File: src/hdl/swrc_pkg.sv
/*
  swrc_pkg: constants and types for the system watchdog and reset control block.
  Assumes: used by swrc_top and swrc_counter; every use is written swrc_pkg::name.
*/
package swrc_pkg;

  // register byte addresses on the avalon slave
  localparam logic [7:0] ADDR_RESET_SOURCE    = 8'h00;
  localparam logic [7:0] ADDR_OPTIONS         = 8'h04;
  localparam logic [7:0] ADDR_OPTIONS_TWO     = 8'h08;
  localparam logic [7:0] ADDR_IRQ_STATUS      = 8'h0C;
  localparam logic [7:0] ADDR_IRQ_CLEAR       = 8'h10;
  localparam logic [7:0] ADDR_IRQ_ENABLE      = 8'h14;
  localparam logic [7:0] ADDR_WATCHDOG_COUNT  = 8'h18;

  // system options register fields
  localparam int unsigned OPT_ENABLE_BIT      = 0;
  localparam int unsigned OPT_TIMEOUT_BIT     = 1;
  localparam int unsigned OPT_LOCK_BIT        = 7;
  // system options register two fields
  localparam int unsigned OPT2_CLKSEL_BIT     = 0;
  localparam int unsigned OPT2_LOCK_BIT       = 7;

  // reset values of the watchdog settings
  localparam logic        ENABLE_RESET        = 1'b1;
  localparam logic        TIMEOUT_RESET       = 1'b1;
  localparam logic        CLKSEL_RESET        = 1'b1;

  // overflow exponents: clock select / timeout select
  localparam int unsigned EXP_SLOW_SHORT      = 5;
  localparam int unsigned EXP_SLOW_LONG       = 8;
  localparam int unsigned EXP_BUS_SHORT       = 13;
  localparam int unsigned EXP_BUS_LONG        = 18;
  localparam int unsigned COUNT_W             = EXP_BUS_LONG + 1;

  // interrupt status bits
  localparam int unsigned IRQ_W               = 3;
  localparam int unsigned IRQ_TIMEOUT_BIT     = 0;
  localparam int unsigned IRQ_SERVICE_BIT     = 1;
  localparam int unsigned IRQ_LOCKED_WR_BIT   = 2;

  // cycles for which a system reset is held
  localparam int unsigned RESET_HOLD_CYCLES   = 16;

  // reset source register layout, one bit per cause
  typedef struct packed {
    logic power_on;      // bit 7
    logic reset_pin;     // bit 6
    logic watchdog;      // bit 5
    logic illegal_op;    // bit 4
    logic illegal_addr;  // bit 3
    logic clock_loss;    // bit 2
    logic low_voltage;   // bit 1
    logic unused0;       // bit 0
  } swrc_source_t;

  localparam swrc_source_t SOURCE_POR = '{power_on: 1'b1, default: 1'b0};

  // reset causes coming from the rest of the chip
  typedef struct packed {
    logic low_voltage_detect;
    logic reset_pin;
    logic illegal_op;
    logic illegal_addr;
    logic clock_loss;
    logic debug_force;
  } swrc_cause_t;

endpackage : swrc_pkg

File: src/hdl/swrc_counter.sv
/*
  swrc_counter: watchdog up-counter with clear, hold and increment.
  Assumes: one clock; clear has priority over increment.
*/
`timescale 1ns/100ps
`default_nettype none

module swrc_counter #(
  parameter int unsigned WIDTH = swrc_pkg::COUNT_W
) (
  // clock and reset
  input  wire logic             clk_i,
  input  wire logic             rst_n_i,
  // control
  input  wire logic             clear_i,
  input  wire logic             inc_i,
  // state
  output logic [WIDTH-1:0]      count_o
);

  logic [WIDTH-1:0] count_q;

  always_ff @(posedge clk_i or negedge rst_n_i) begin
    if (!rst_n_i) begin
      count_q <= '0;
    end else if (clear_i) begin
      count_q <= '0;                                // [RULE17]
    end else if (inc_i) begin
      count_q <= count_q + WIDTH'(1);               // [RULE17]
    end
  end

  assign count_o = count_q;

endmodule : swrc_counter

`default_nettype wire

File: src/hdl/swrc_top.sv
/*
  swrc_top: watchdog with reset-source bookkeeping, avalon-mm slave with waitrequest.
  Assumes: 125 MHz clk_i; rst_n_i is power-on reset; cause, stop and debug inputs
  come from logic on clk_i; slow_clk_i is the asynchronous ~1 kHz clock.
*/
// Overview of operation
// [RULE1] every reset sets the watchdog enable bit, watchdog active by default
// [RULE2] clearing the enable bit stops the watchdog from causing any reset
// [RULE3] any write to the reset source address clears the watchdog counter
// [RULE4] that write leaves reset source contents unchanged, only services the watchdog; swrc_top also sets the service interrupt status bit
// [RULE5] clock select 0 picks the slow ~1 kHz clock, 1 picks the bus clock
// [RULE6] slow clock: timeout select 0 overflows at 2^5, 1 at 2^8 clocks
// [RULE7] bus clock: timeout select 0 overflows at 2^13, 1 at 2^18 cycles
// [RULE8] counter reaching overflow unserviced generates a system reset
// [RULE9] both option registers take only their first write after reset
// [RULE10] the first write to either option register also clears the counter
// [RULE11] in background debug mode the counter holds its value
// [RULE12] bus clock: counter freezes in stop mode, resumes from held value
// [RULE13] slow clock: counter cleared on stop entry, counts from zero afterwards
// [RULE14] reset source register records latest cause, one bit each, debug has none
// [RULE15] during reset peripherals disabled, pins high-impedance inputs, pulls off; swrc_top drives no pull control output
// [RULE16] software must not service the watchdog inside an interrupt handler
// [RULE17] counter reaches 2^18, increments per selected clock, starts at zero
`timescale 1ns/100ps
`default_nettype none

module swrc_top #(
  parameter int unsigned RESET_HOLD = swrc_pkg::RESET_HOLD_CYCLES
) (
  // clock and reset
  input  wire logic                 clk_i,
  input  wire logic                 rst_n_i,
  // avalon-mm slave
  input  wire logic [7:0]           avs_address_i,
  input  wire logic                 avs_read_i,
  input  wire logic                 avs_write_i,
  input  wire logic [31:0]          avs_writedata_i,
  output logic [31:0]               avs_readdata_o,
  output logic                      avs_waitrequest_o,
  // interrupt
  output logic                      irq_o,
  // system state
  input  wire logic                 slow_clk_i,
  input  wire logic                 stop_mode_i,
  input  wire logic                 debug_mode_i,
  input  wire swrc_pkg::swrc_cause_t cause_i,
  // reset control
  output logic                      sys_reset_o,
  output logic                      periph_disable_o,
  output logic                      pins_hiz_input_o
);

  localparam int unsigned HOLD_W = $clog2(RESET_HOLD + 1);

  // bus access decode
  logic req_done;
  logic wr_done;
  logic wait_q;
  logic [31:0] rdata_q;

  assign req_done = (avs_read_i | avs_write_i) & ~wait_q;
  assign wr_done  = avs_write_i & ~wait_q;

  // one wait cycle, then the answer stands for one edge
  always_ff @(posedge clk_i or negedge rst_n_i) begin
    if (!rst_n_i) begin
      wait_q <= 1'b1;
    end else if ((avs_read_i | avs_write_i) & wait_q) begin
      wait_q <= 1'b0;
    end else begin
      wait_q <= 1'b1;
    end
  end

  logic wr_source;
  logic wr_opt;
  logic wr_opt2;
  logic wr_irq_clr;
  logic wr_irq_en;

  assign wr_source  = wr_done & (avs_address_i == swrc_pkg::ADDR_RESET_SOURCE);
  assign wr_opt     = wr_done & (avs_address_i == swrc_pkg::ADDR_OPTIONS);
  assign wr_opt2    = wr_done & (avs_address_i == swrc_pkg::ADDR_OPTIONS_TWO);
  assign wr_irq_clr = wr_done & (avs_address_i == swrc_pkg::ADDR_IRQ_CLEAR);
  assign wr_irq_en  = wr_done & (avs_address_i == swrc_pkg::ADDR_IRQ_ENABLE);

  // system reset sequencing
  logic [HOLD_W-1:0] hold_q;
  logic              in_reset_q;
  logic              wdog_expire;
  logic              any_cause;

  assign any_cause = wdog_expire | cause_i.low_voltage_detect | cause_i.reset_pin
                   | cause_i.illegal_op | cause_i.illegal_addr | cause_i.clock_loss
                   | cause_i.debug_force;

  // holds the whole chip in reset for RESET_HOLD cycles after any cause
  always_ff @(posedge clk_i or negedge rst_n_i) begin
    if (!rst_n_i) begin
      hold_q     <= HOLD_W'(RESET_HOLD);
      in_reset_q <= 1'b1;
    end else if (any_cause) begin
      hold_q     <= HOLD_W'(RESET_HOLD);
      in_reset_q <= 1'b1;                           // [RULE8]
    end else if (hold_q != '0) begin
      hold_q     <= hold_q - HOLD_W'(1);
      in_reset_q <= 1'b1;
    end else begin
      in_reset_q <= 1'b0;
    end
  end

  always_ff @(posedge clk_i or negedge rst_n_i) begin
    if (!rst_n_i) begin
      sys_reset_o      <= 1'b1;
      periph_disable_o <= 1'b1;
      pins_hiz_input_o <= 1'b1;
    end else begin
      sys_reset_o      <= any_cause | (hold_q != '0);
      periph_disable_o <= any_cause | (hold_q != '0); // [RULE15]
      pins_hiz_input_o <= any_cause | (hold_q != '0); // [RULE15]
    end
  end

  // reset source register; bus writes never reach it
  swrc_pkg::swrc_source_t source_q;

  always_ff @(posedge clk_i or negedge rst_n_i) begin
    if (!rst_n_i) begin
      source_q <= swrc_pkg::SOURCE_POR;             // [RULE14]
    end else if (any_cause) begin
      // latest cause replaces the old record; debug-forced reset leaves all clear
      source_q              <= '0;                  // [RULE14]
      source_q.reset_pin    <= cause_i.reset_pin;
      source_q.watchdog     <= wdog_expire;
      source_q.illegal_op   <= cause_i.illegal_op;
      source_q.illegal_addr <= cause_i.illegal_addr;
      source_q.clock_loss   <= cause_i.clock_loss;
      source_q.low_voltage  <= cause_i.low_voltage_detect;
    end
  end

  // write-once option registers, unlocked again only by a reset
  logic opt_enable_q;
  logic opt_timeout_q;
  logic opt_lock_q;
  logic opt2_clksel_q;
  logic opt2_lock_q;
  logic opt_first_wr;
  logic opt2_first_wr;

  assign opt_first_wr  = wr_opt & ~opt_lock_q;
  assign opt2_first_wr = wr_opt2 & ~opt2_lock_q;

  always_ff @(posedge clk_i or negedge rst_n_i) begin
    if (!rst_n_i) begin
      opt_enable_q  <= swrc_pkg::ENABLE_RESET;
      opt_timeout_q <= swrc_pkg::TIMEOUT_RESET;
      opt_lock_q    <= 1'b0;
    end else if (in_reset_q) begin
      opt_enable_q  <= swrc_pkg::ENABLE_RESET;      // [RULE1]
      opt_timeout_q <= swrc_pkg::TIMEOUT_RESET;
      opt_lock_q    <= 1'b0;
    end else if (opt_first_wr) begin
      opt_enable_q  <= avs_writedata_i[swrc_pkg::OPT_ENABLE_BIT];
      opt_timeout_q <= avs_writedata_i[swrc_pkg::OPT_TIMEOUT_BIT];
      opt_lock_q    <= 1'b1;                        // [RULE9]
    end
  end

  always_ff @(posedge clk_i or negedge rst_n_i) begin
    if (!rst_n_i) begin
      opt2_clksel_q <= swrc_pkg::CLKSEL_RESET;
      opt2_lock_q   <= 1'b0;
    end else if (in_reset_q) begin
      opt2_clksel_q <= swrc_pkg::CLKSEL_RESET;
      opt2_lock_q   <= 1'b0;
    end else if (opt2_first_wr) begin
      opt2_clksel_q <= avs_writedata_i[swrc_pkg::OPT2_CLKSEL_BIT];
      opt2_lock_q   <= 1'b1;                        // [RULE9]
    end
  end

  // slow clock: synchronise, then find rising edges
  logic slow_meta_q;
  logic slow_sync_q;
  logic slow_prev_q;
  logic slow_tick;

  always_ff @(posedge clk_i or negedge rst_n_i) begin
    if (!rst_n_i) begin
      slow_meta_q <= 1'b0;
      slow_sync_q <= 1'b0;
      slow_prev_q <= 1'b0;
    end else begin
      slow_meta_q <= slow_clk_i;
      slow_sync_q <= slow_meta_q;
      slow_prev_q <= slow_sync_q;
    end
  end

  assign slow_tick = slow_sync_q & ~slow_prev_q;

  // stop span, stretched over the exit cycle; slow count stays zero through stop
  logic stop_prev_q;
  logic stop_span;

  always_ff @(posedge clk_i or negedge rst_n_i) begin
    if (!rst_n_i) begin
      stop_prev_q <= 1'b0;
    end else begin
      stop_prev_q <= stop_mode_i;
    end
  end

  assign stop_span = stop_mode_i | stop_prev_q;

  // watchdog counter control
  logic                          service;
  logic                          cnt_clear;
  logic                          cnt_inc;
  logic                          sel_tick;
  logic [swrc_pkg::COUNT_W-1:0]  count;
  logic [swrc_pkg::COUNT_W-1:0]  limit;

  assign service = wr_source;                       // [RULE3] [RULE4]

  // stop freezes the bus clock source; the slow source is held at zero instead
  assign sel_tick = opt2_clksel_q ? ~stop_mode_i      // [RULE5] [RULE12]
                                  : slow_tick;        // [RULE5]

  assign cnt_clear = in_reset_q | service
                   | opt_first_wr | opt2_first_wr     // [RULE10]
                   | (~opt2_clksel_q & stop_span)     // [RULE13]
                   | wdog_expire;

  assign cnt_inc = opt_enable_q & ~debug_mode_i       // [RULE2] [RULE11]
                 & sel_tick & ~in_reset_q;

  always_comb begin
    unique case ({opt2_clksel_q, opt_timeout_q})
      2'b00:   limit = swrc_pkg::COUNT_W'(1) << swrc_pkg::EXP_SLOW_SHORT; // [RULE6]
      2'b01:   limit = swrc_pkg::COUNT_W'(1) << swrc_pkg::EXP_SLOW_LONG;  // [RULE6]
      2'b10:   limit = swrc_pkg::COUNT_W'(1) << swrc_pkg::EXP_BUS_SHORT;  // [RULE7]
      2'b11:   limit = swrc_pkg::COUNT_W'(1) << swrc_pkg::EXP_BUS_LONG;   // [RULE7]
    endcase
  end

  // a first write that lowers the limit also clears the count, so it never expires at once
  assign wdog_expire = opt_enable_q & ~in_reset_q & (count >= limit); // [RULE2] [RULE8]

  swrc_counter #(
    .WIDTH   (swrc_pkg::COUNT_W)
  ) u_counter (
    .clk_i   (clk_i),
    .rst_n_i (rst_n_i),
    .clear_i (cnt_clear),
    .inc_i   (cnt_inc),
    .count_o (count)
  );

  // interrupt status; a set in the same cycle as its clear wins
  logic [swrc_pkg::IRQ_W-1:0] irq_status_q;
  logic [swrc_pkg::IRQ_W-1:0] irq_enable_q;
  logic [swrc_pkg::IRQ_W-1:0] irq_set;

  always_comb begin
    irq_set                              = '0;
    irq_set[swrc_pkg::IRQ_TIMEOUT_BIT]   = wdog_expire;
    irq_set[swrc_pkg::IRQ_SERVICE_BIT]   = service;
    irq_set[swrc_pkg::IRQ_LOCKED_WR_BIT] = (wr_opt & opt_lock_q) | (wr_opt2 & opt2_lock_q);
  end

  // only power-on and the clear register clear status, so a watchdog event survives its own reset
  always_ff @(posedge clk_i or negedge rst_n_i) begin
    if (!rst_n_i) begin
      irq_status_q <= '0;
    end else if (wr_irq_clr) begin
      irq_status_q <= (irq_status_q & ~avs_writedata_i[swrc_pkg::IRQ_W-1:0]) | irq_set;
    end else begin
      irq_status_q <= irq_status_q | irq_set;
    end
  end

  always_ff @(posedge clk_i or negedge rst_n_i) begin
    if (!rst_n_i) begin
      irq_enable_q <= '0;
    end else if (wr_irq_en) begin
      irq_enable_q <= avs_writedata_i[swrc_pkg::IRQ_W-1:0];
    end
  end

  always_ff @(posedge clk_i or negedge rst_n_i) begin
    if (!rst_n_i) begin
      irq_o <= 1'b0;
    end else begin
      irq_o <= |(irq_status_q & irq_enable_q);
    end
  end

  // read data, latched in the wait cycle
  logic [31:0] rdata_d;

  always_comb begin
    rdata_d = '0;
    unique case (avs_address_i)
      swrc_pkg::ADDR_RESET_SOURCE: begin
        rdata_d[7:0] = source_q;                    // [RULE4]
      end
      swrc_pkg::ADDR_OPTIONS: begin
        rdata_d[swrc_pkg::OPT_ENABLE_BIT]  = opt_enable_q;
        rdata_d[swrc_pkg::OPT_TIMEOUT_BIT] = opt_timeout_q;
        rdata_d[swrc_pkg::OPT_LOCK_BIT]    = opt_lock_q;
      end
      swrc_pkg::ADDR_OPTIONS_TWO: begin
        rdata_d[swrc_pkg::OPT2_CLKSEL_BIT] = opt2_clksel_q;
        rdata_d[swrc_pkg::OPT2_LOCK_BIT]   = opt2_lock_q;
      end
      swrc_pkg::ADDR_IRQ_STATUS: begin
        rdata_d[swrc_pkg::IRQ_W-1:0] = irq_status_q;
      end
      swrc_pkg::ADDR_IRQ_ENABLE: begin
        rdata_d[swrc_pkg::IRQ_W-1:0] = irq_enable_q;
      end
      swrc_pkg::ADDR_WATCHDOG_COUNT: begin
        rdata_d[swrc_pkg::COUNT_W-1:0] = count;
      end
      default: begin
        rdata_d = '0;
      end
    endcase
  end

  always_ff @(posedge clk_i or negedge rst_n_i) begin
    if (!rst_n_i) begin
      rdata_q <= '0;
    end else if (avs_read_i & wait_q) begin
      rdata_q <= rdata_d;
    end else if (req_done) begin
      rdata_q <= '0;
    end
  end

  assign avs_readdata_o    = rdata_q;
  assign avs_waitrequest_o = wait_q;

endmodule : swrc_top

`default_nettype wire

File: config.mk
export PLATFORM = sky130hd
export DESIGN_NAME = swrc_top
export DESIGN_NICKNAME = d
export VERILOG_FILES = /design/src/hdl/swrc_pkg.sv /design/src/hdl/swrc_counter.sv /design/src/hdl/swrc_top.sv
export SDC_FILE = /design/constraint.sdc
export NUM_CORES = 1
export LEC_CHECK = 0
export CAP_MARGIN = 10
export CORE_UTILIZATION = 50
export DETAILED_ROUTE_END_ITERATION = 10
export DONT_BUFFER_PORTS = 1
export SYNTH_ARGS = -nofsm -noshare
export SYNTH_HDL_FRONTEND = slang
export SYNTH_HIERARCHICAL = 1
export SYNTH_SLANG_ARGS = --single-unit
File: constraint.sdc
create_clock -name clk_i -period 4 [get_ports clk_i]
set_input_delay 0.2 -clock clk_i [delete_from_list [all_inputs] [get_ports clk_i]]
set_output_delay 0.2 -clock clk_i [all_outputs]
set_load 0.005 [all_outputs]
==> flow_summary.json, run 1 <==
{
  "outcome": "finished, final reports clean",
  "fp.dieW_um": 86.41,
  "critical_path_arrival_ns": 3.54,
  "ir_worst_vdd_mv": 0.1585,
  "mostFrequentLayoutCell": "dfrtp_1",
  "cts_resized": 0,
  "fin_ws_ns": 0.6942,
  "ant_nets": 0,
  "clock-root-buffer": "clkbuf_8",
  "dieArea_um2": 7466,
  "clockBufferDepth": 2,
  "num_io_pins": 90,
  "htree_levels": 3,
  "p_per_area_nw_per_um2": 341.2,
  "fp.coreArea_um2": 6832,
  "post_drt_wl_per_cell_um": 17.38,
  "path_max_fanout": 10,
  "avgSynthCellArea_um2": 10.36,
  "avgViaCountPerCell": 5.742,
  "netlist_area_um2": 3562,
  "drc": 0,
  "pre_cts_ws_ns": 0.7141,
  "async_flop_share_pct": 100.0,
  "yosysSeqAreaShare_pct": 48.02,
  "layout_min_cycle_time_ns": 3.306,
  "hold_viol": 0,
  "synth_cell_types": 63,
  "start_util_pct": 52.14,
  "fin_skew_ns": 0.007371,
  "grt_pass1_wl_um": 13500,
  "tns_ns": 0,
  "max_freq_mhz": 302.5,
  "first_pass_iters": 5,
  "p_leak_nw": 1.670,
  "grt_pass1_vias": 2697,
  "track_usage_pct": 23.49,
  "antenna_cells": 0,
  "end_kind": "flip-flop",
  "start_kind": "flip-flop",
  "dr_total_vias": 2624,
  "min_path_type": "input port to flip-flop",
  "crit_type": "flip-flop to flip-flop",
  "post_cts_buffers": 0,
  "synth_warnings": 6,
  "post-dp-hpwl_um": 5473,
  "die_h_um": 86.41,
  "yosys_most_used_dff": "dfrtp_1",
  "ys_ff_latch": 68,
  "grt_max_degree": 69,
  "tightestPinTransition_ns": 1.169,
  "final_nets": 416,
  "required_ns": 4.23,
  "grt_antenna_before_repair": 0,
  "final_cell_mix": "dfrtp_1 (61), nor2_1 (39), a22o_1 (21)",
  "drt_iter0_drc": 98,
  "area_growth_pct": 10.29,
  "cts_tree": "yes",
  "clk_pin_slew_ns": 0.08,
  "drive_above_1_share_pct": 12.74,
  "slew_headroom_pct": 21.39,
  "clk_latency_ns": 0.34,
  "period_share_pct": 82.65,
  "rows": 30,
  "postCtsHoldBufs": 15,
  "num-fill-cells": 628,
  "final-setup-viol-count": 0,
  "synth-edff-count": 0,
  "cts_num_sinks": 68,
  "cts_made_buffers": 9,
  "rsz0062_at_grt": "no",
  "syn-instance-count": 344,
  "max-cap-violations": 0,
  "port_buffers": 0,
  "slew_viol_final": 0,
  "gp_congestion": 0.8356,
  "grt.overflow.total": 0,
  "totalWireLength_um": 7941
}
-- worst paths after layout --
check / cells after the start / to / slack, ns / start
min in group asynchronous: 2 / source_q[4]$_DFFE_PN0P_ / 0.41 / rst_n_i
max in group asynchronous: 2 / opt_enable_q$_DFFE_PN1P_ / 3.28 / rst_n_i
setup reg to reg: 10 / u_counter/count_o[18]$_DFFE_PN0P_ / 0.69 / opt2_clksel_q$_DFFE_PN1P_
setup / recovery: 10 / u_counter/count_o[18]$_DFFE_PN0P_ / 0.69 / opt2_clksel_q$_DFFE_PN1P_
hold reg to reg: 0 / slow_sync_q$_DFF_PN0_ / 0.35 / slow_meta_q$_DFF_PN0_
hold / removal: 2 / irq_status_q[1]$_DFF_PN0_ / 0.03 / avs_writedata_i[1]
-- registers in the layout, summed over array words and instances (netlist names), 3 cells and up --
signal             cells
hold_q                 5
irq_enable_q           3
irq_status_q           3
source_q               7
u_counter/count_o     19
avs_readdata_o        19
-- critical path, stage by stage (launching register included) --
cell	delay, ns
dfstp_2	0.63
nand2_1	0.08
ha_1	0.31
nand4bb_1	0.10
or3_1	0.34
a31o_1	0.34
nand3_1	0.17
o211a_1	0.27
nand2_1	0.14
nor4_1	0.42
mux2_2	0.38
-- synthesized netlist by cell type, drive strengths merged, types with 4 or more instances --
| master | n | share of area [%] |
|---|---|---|
| dfstp | 7 | 5.2 |
| nor2 | 39 | 4.1 |
| or3 | 5 | 0.88 |
| dfrtp | 61 | 43 |
| nand2b | 5 | 0.88 |
| buf | 21 | 4.6 |
| nor4 | 7 | 1.6 |
| clkbuf | 9 | 0.95 |
| nor2b | 4 | 0.70 |
| o21ai | 9 | 1.3 |
| nor3 | 11 | 1.7 |
| mux2 | 5 | 1.6 |
| ha | 7 | 2.5 |
| nand2 | 18 | 1.9 |
| mux2i | 8 | 2.2 |
| xor2 | 7 | 1.7 |
| nand3 | 10 | 1.4 |
| a22o | 22 | 5.4 |
| inv | 8 | 0.84 |
| nor4b | 6 | 1.5 |
| xnor2 | 7 | 1.7 |
| a21oi | 10 | 1.4 |
| a41o | 5 | 1.4 |
| nand4 | 10 | 1.9 |
-- final cells by class --
type	count	area [µm²]	share of cell area, %
multi-input cells	250	1669	42.48
inverters	8	30.03	0.7643
clock inverters	6	63.81	1.624
well taps	96	120.1	3.057
clock buffers	10	137.6	3.503
repair buffers	19	197.7	5.032
flip-flops and latches	68	1710	43.53
-- cell families (layout without fill, tap and decap cells) --
| family | count (synthesis) | after routing | share of synthesized area (%) |
|---|---|---|---|
| other cells | 1 | 13 | 0.1053 |
| buf+inv | 38 | 43 | 6.393 |
| compound gates | 68 | 68 | 14.68 |
| xor+xnor | 14 | 14 | 3.442 |
| mux | 13 | 13 | 3.829 |
| simple gates | 135 | 135 | 21.07 |
| flops | 68 | 68 | 48.02 |
| fa+ha+maj | 7 | 7 | 2.459 |
-- metrics by stage --
step	utilization (%)	hold WS (ns)	cells	power, mW	cell area [µm²]
finish	57.51	0.03270	457	1.340	3929
floorplan	-	-0.09559	356	0.7580	3607
global placement	52.11	-0.09386	426	0.7521	3560
detailed placement	52.11	-0.09335	426	0.7528	3560
CTS	57.51	0.02490	457	1.356	3929
global route	57.51	0.04528	457	1.396	3929
-- power breakdown --
part	internal (mW)	total (mW)	switching, mW
clock	0.303	0.572	0.269
sequential	0.696	0.702	0.00540
combinational	0.0284	0.0664	0.0380
total	1.03	1.34	0.312
-- metal layers --
metal | part of all wire, % | global-route usage (%) | vias up | routed length, µm
met1 | 46 | 31.46 | 1286 | 3688
met4 | 1.2 | 6.970 | 0 | 94
met2 | 49 | 39.18 | 57 | 3872
li1 | - | - | 1270 | -
met5 | 0 | 0 | - | 0
met3 | 3.6 | 4.095 | 11 | 284
No activity file was read; power rests on OpenSTA's default activity.
==> run 2, diff against run 1 <==
Settings changed: ABC_AREA from default to 1, PLACE_DENSITY from default to 0.68.
Clock period 4 ns to 3 ns, I/O delays scaled along.
==> flow_summary.json, run 2 <==
{
  "path_max_fanout": 7,
  "r2r_setup_slack_ns": 0.34,
  "seq_power_share_pct": 55.9,
  "yosysSeqAreaShare_pct": 45.48,
  "avgSynthCellArea_um2": 7.707,
  "rr_startpoint": "opt2_clksel_q$_DFFE_PN1P_",
  "first_pass_iters": 4,
  "dr_total_vias": 3156,
  "fp.coreArea_um2": 7253,
  "drt_iter0_drc": 234,
  "start_kind": "flip-flop",
  "synth_cell_types": 34,
  "htree_levels": 3,
  "power.switching_mw": 0.4213,
  "critical_path_arrival_ns": 2.90,
  "post-dp-hpwl_um": 5616,
  "final-setup-viol-count": 0,
  "synth_top_cell_area_share_pct": 40.59,
  "grt_max_degree": 69,
  "synth_area_leaders": "dfrtp_1 (41%), nand2_1 (12%), nand3_1 (6.4%)",
  "cpMostUsedCell": "nor2_1",
  "clk_pin_slew_ns": 0.07,
  "critPathMaxStageDelay_ns": 0.60,
  "clk_latency_ns": 0.35,
  "yosys_most_used_dff": "dfrtp_1",
  "drive_above_1_share_pct": 11.00,
  "clock-root-buffer": "clkbuf_8",
  "die_h_um": 88.73,
  "track_usage_pct": 22.76,
  "layout_min_cycle_time_ns": 2.663,
  "fp.dieW_um": 88.73,
  "period_share_pct": 88.77,
  "gp_congestion": 0.8360,
  "dieArea_um2": 7873,
  "path_cells": "nand2_1 > ha_1 > inv_1 > nor2_1 > nand2_1 > nor2_1 > nand3_1 > nand3_1 > nand2_2 > nand4_1 > nor2_4 > buf_4 > nor2_1 > nand2_1 > nor2_2 > nand2_1 > nor2_1 > nor2_1",
  "ir_worst_vdd_mv": 0.2366,
  "tns_ns": 0,
  "internal-power_mw": 1.259,
  "start_util_pct": 51.85,
  "crit_type": "flip-flop to flip-flop",
  "netlist_area_um2": 3761,
  "slew_headroom_pct": 52.04,
  "num_io_pins": 90,
  "end_kind": "flip-flop",
  "hold_viol": 0,
  "slew_viol_final": 0,
  "max_freq_mhz": 375.5,
  "swShare_pct": 25.07,
  "rows": 31,
  "drc": 0,
  "pre_cts_ws_ns": 0.3225,
  "outcome": "finished, final reports clean",
  "async_flop_share_pct": 100.0,
  "required_ns": 3.23,
  "max-cap-violations": 0,
  "antenna_cells": 0,
  "cts_made_buffers": 9,
  "crit_buf_inv": 2,
  "synth_warnings": 6,
  "hold-path-cell-count": 2,
  "p_leak_nw": 1.956,
  "syn-instance-count": 488,
  "rsz0062_at_grt": "no",
  "ys_ff_latch": 68,
  "hold-path-endpoint": "avs_readdata_o[16]$_DFFE_PN0P_",
  "totalWireLength_um": 8173,
  "p_per_area_nw_per_um2": 402.2,
  "fin_skew_ns": 0.01265,
  "p_comb_share_pct": 5.8,
  "min_path_type": "input port to flip-flop",
  "grt.overflow.total": 0,
  "tightestPinTransition_ns": 0.7186,
  "mostFrequentLayoutCell": "nand2_1",
  "fin_ws_ns": 0.3370,
  "synth.most_common_cell": "nand2_1",
  "yosys.area.top_type": "dfrtp_1",
  "port_buffers": 0,
  "pwr-share-clk_pct": 38.4,
  "clockBufferDepth": 2,
  "synthTopCellsByCount": "nand2_1 (125), dfrtp_1 (61), inv_1 (57), nor2_1 (53), nand3_1 (48)",
  "final_cell_mix": "nand2_1 (125), dfrtp_1 (61), inv_1 (57)",
  "grt_antenna_before_repair": 0,
  "r2r_end": "u_counter/count_o[8]$_DFFE_PN0P_",
  "report.power.total_mw": 1.681,
  "grt_pass1_vias": 2905,
  "synth-edff-count": 0,
  "grt_pass1_wl_um": 13550,
  "rr_worst_depth": 18,
  "final_nets": 573,
  "ant_nets": 0,
  "min_from": "avs_read_i",
  "area_growth_pct": 11.11,
  "cts_tree": "yes",
  "avgViaCountPerCell": 5.115,
  "post_drt_wl_per_cell_um": 13.25,
  "cts_num_sinks": 68,
  "crit_slowest_cell": "dfstp_2",
  "path_delay_family": "simple AND/OR/NAND/NOR gates"
}
==> run 2: cell families (layout without fill, tap and decap cells) <==
group           after synthesis  in the layout  synth area share, %
compound gates               60             60                8.982
xor+xnor                      4              4               0.9314
fa+ha+maj                     7              7                2.329
buf+inv                      86            104                10.71
flops                        68             68                45.48
other cells                   1             13              0.09970
simple gates                262            262                31.47
==> run 2: metrics by stage <==
stage	instances	hold WS, ns	util, %	cell area (µm²)
after floorplan	500	-0.1456	-	3806
after global placement	580	-0.1445	52.25	3790
after detailed placement	580	-0.1447	52.25	3790
after CTS	616	0.02109	57.48	4169
after global routing	617	0.03616	57.62	4179
final	617	0.02782	57.62	4179
==> run 2: cell type report <==
type	instances	area, µm²
Sequential cell	68	1710
Fill cell	683	3074
Clock buffer	11	131.4
Tap cell	99	123.9
Clock inverter	5	30.03
Timing Repair Buffer	24	247.7
Inverter	64	240.2
Multi-Input combinational cell	346	1695
==> run 2: worst max path at each step <==
stage / endpoint / slack, ns / start / depth (start not counted)
2_1_floorplan: u_counter/count_o[14]$_DFFE_PN0P_ / 0.41 / opt2_clksel_q$_DFFE_PN1P_ / 15
6_report: u_counter/count_o[8]$_DFFE_PN0P_ / 0.34 / opt2_clksel_q$_DFFE_PN1P_ / 18
3_3_place_gp: u_counter/count_o[8]$_DFFE_PN0P_ / 0.38 / opt2_clksel_q$_DFFE_PN1P_ / 18
5_1_grt: u_counter/count_o[8]$_DFFE_PN0P_ / 0.03 / opt2_clksel_q$_DFFE_PN1P_ / 18
3_5_place_dp: u_counter/count_o[8]$_DFFE_PN0P_ / 0.32 / opt2_clksel_q$_DFFE_PN1P_ / 18
4_1_cts: u_counter/count_o[8]$_DFFE_PN0P_ / 0.29 / opt2_clksel_q$_DFFE_PN1P_ / 18
==> run 2: metal layers <==
layer	up-vias	part of all wire, %	track usage (%)
met4	0	2.2	10.85
met2	90	47	36.71
met5	-	0	0
met1	1470	46	29.39
li1	1579	-	-
met3	17	4.6	4.478
==> run 2: timing repair <==
item / 4_1_cts / 5_1_grt
buffers inserted: 0 / 1
hold buffers: 20 / 0
gates resized for setup: 0 / 1
endpoints found under the setup margin: 0 / 1
hold endpoints to repair: 85 / 0
==> run 2: power by group through the flow <==
stage / Clock [mW] / Sequential [mW] / Combinational, mW
5_1_grt: 0.698 / 0.940 / 0.110
4_1_cts: 0.660 / 0.939 / 0.0967
3_3_place_gp: 0 / 0.956 / 0.0499
2_1_floorplan: 0 / 0.954 / 0.0566
3_5_place_dp: 0 / 0.956 / 0.0510
6_report: 0.645 / 0.939 / 0.0968
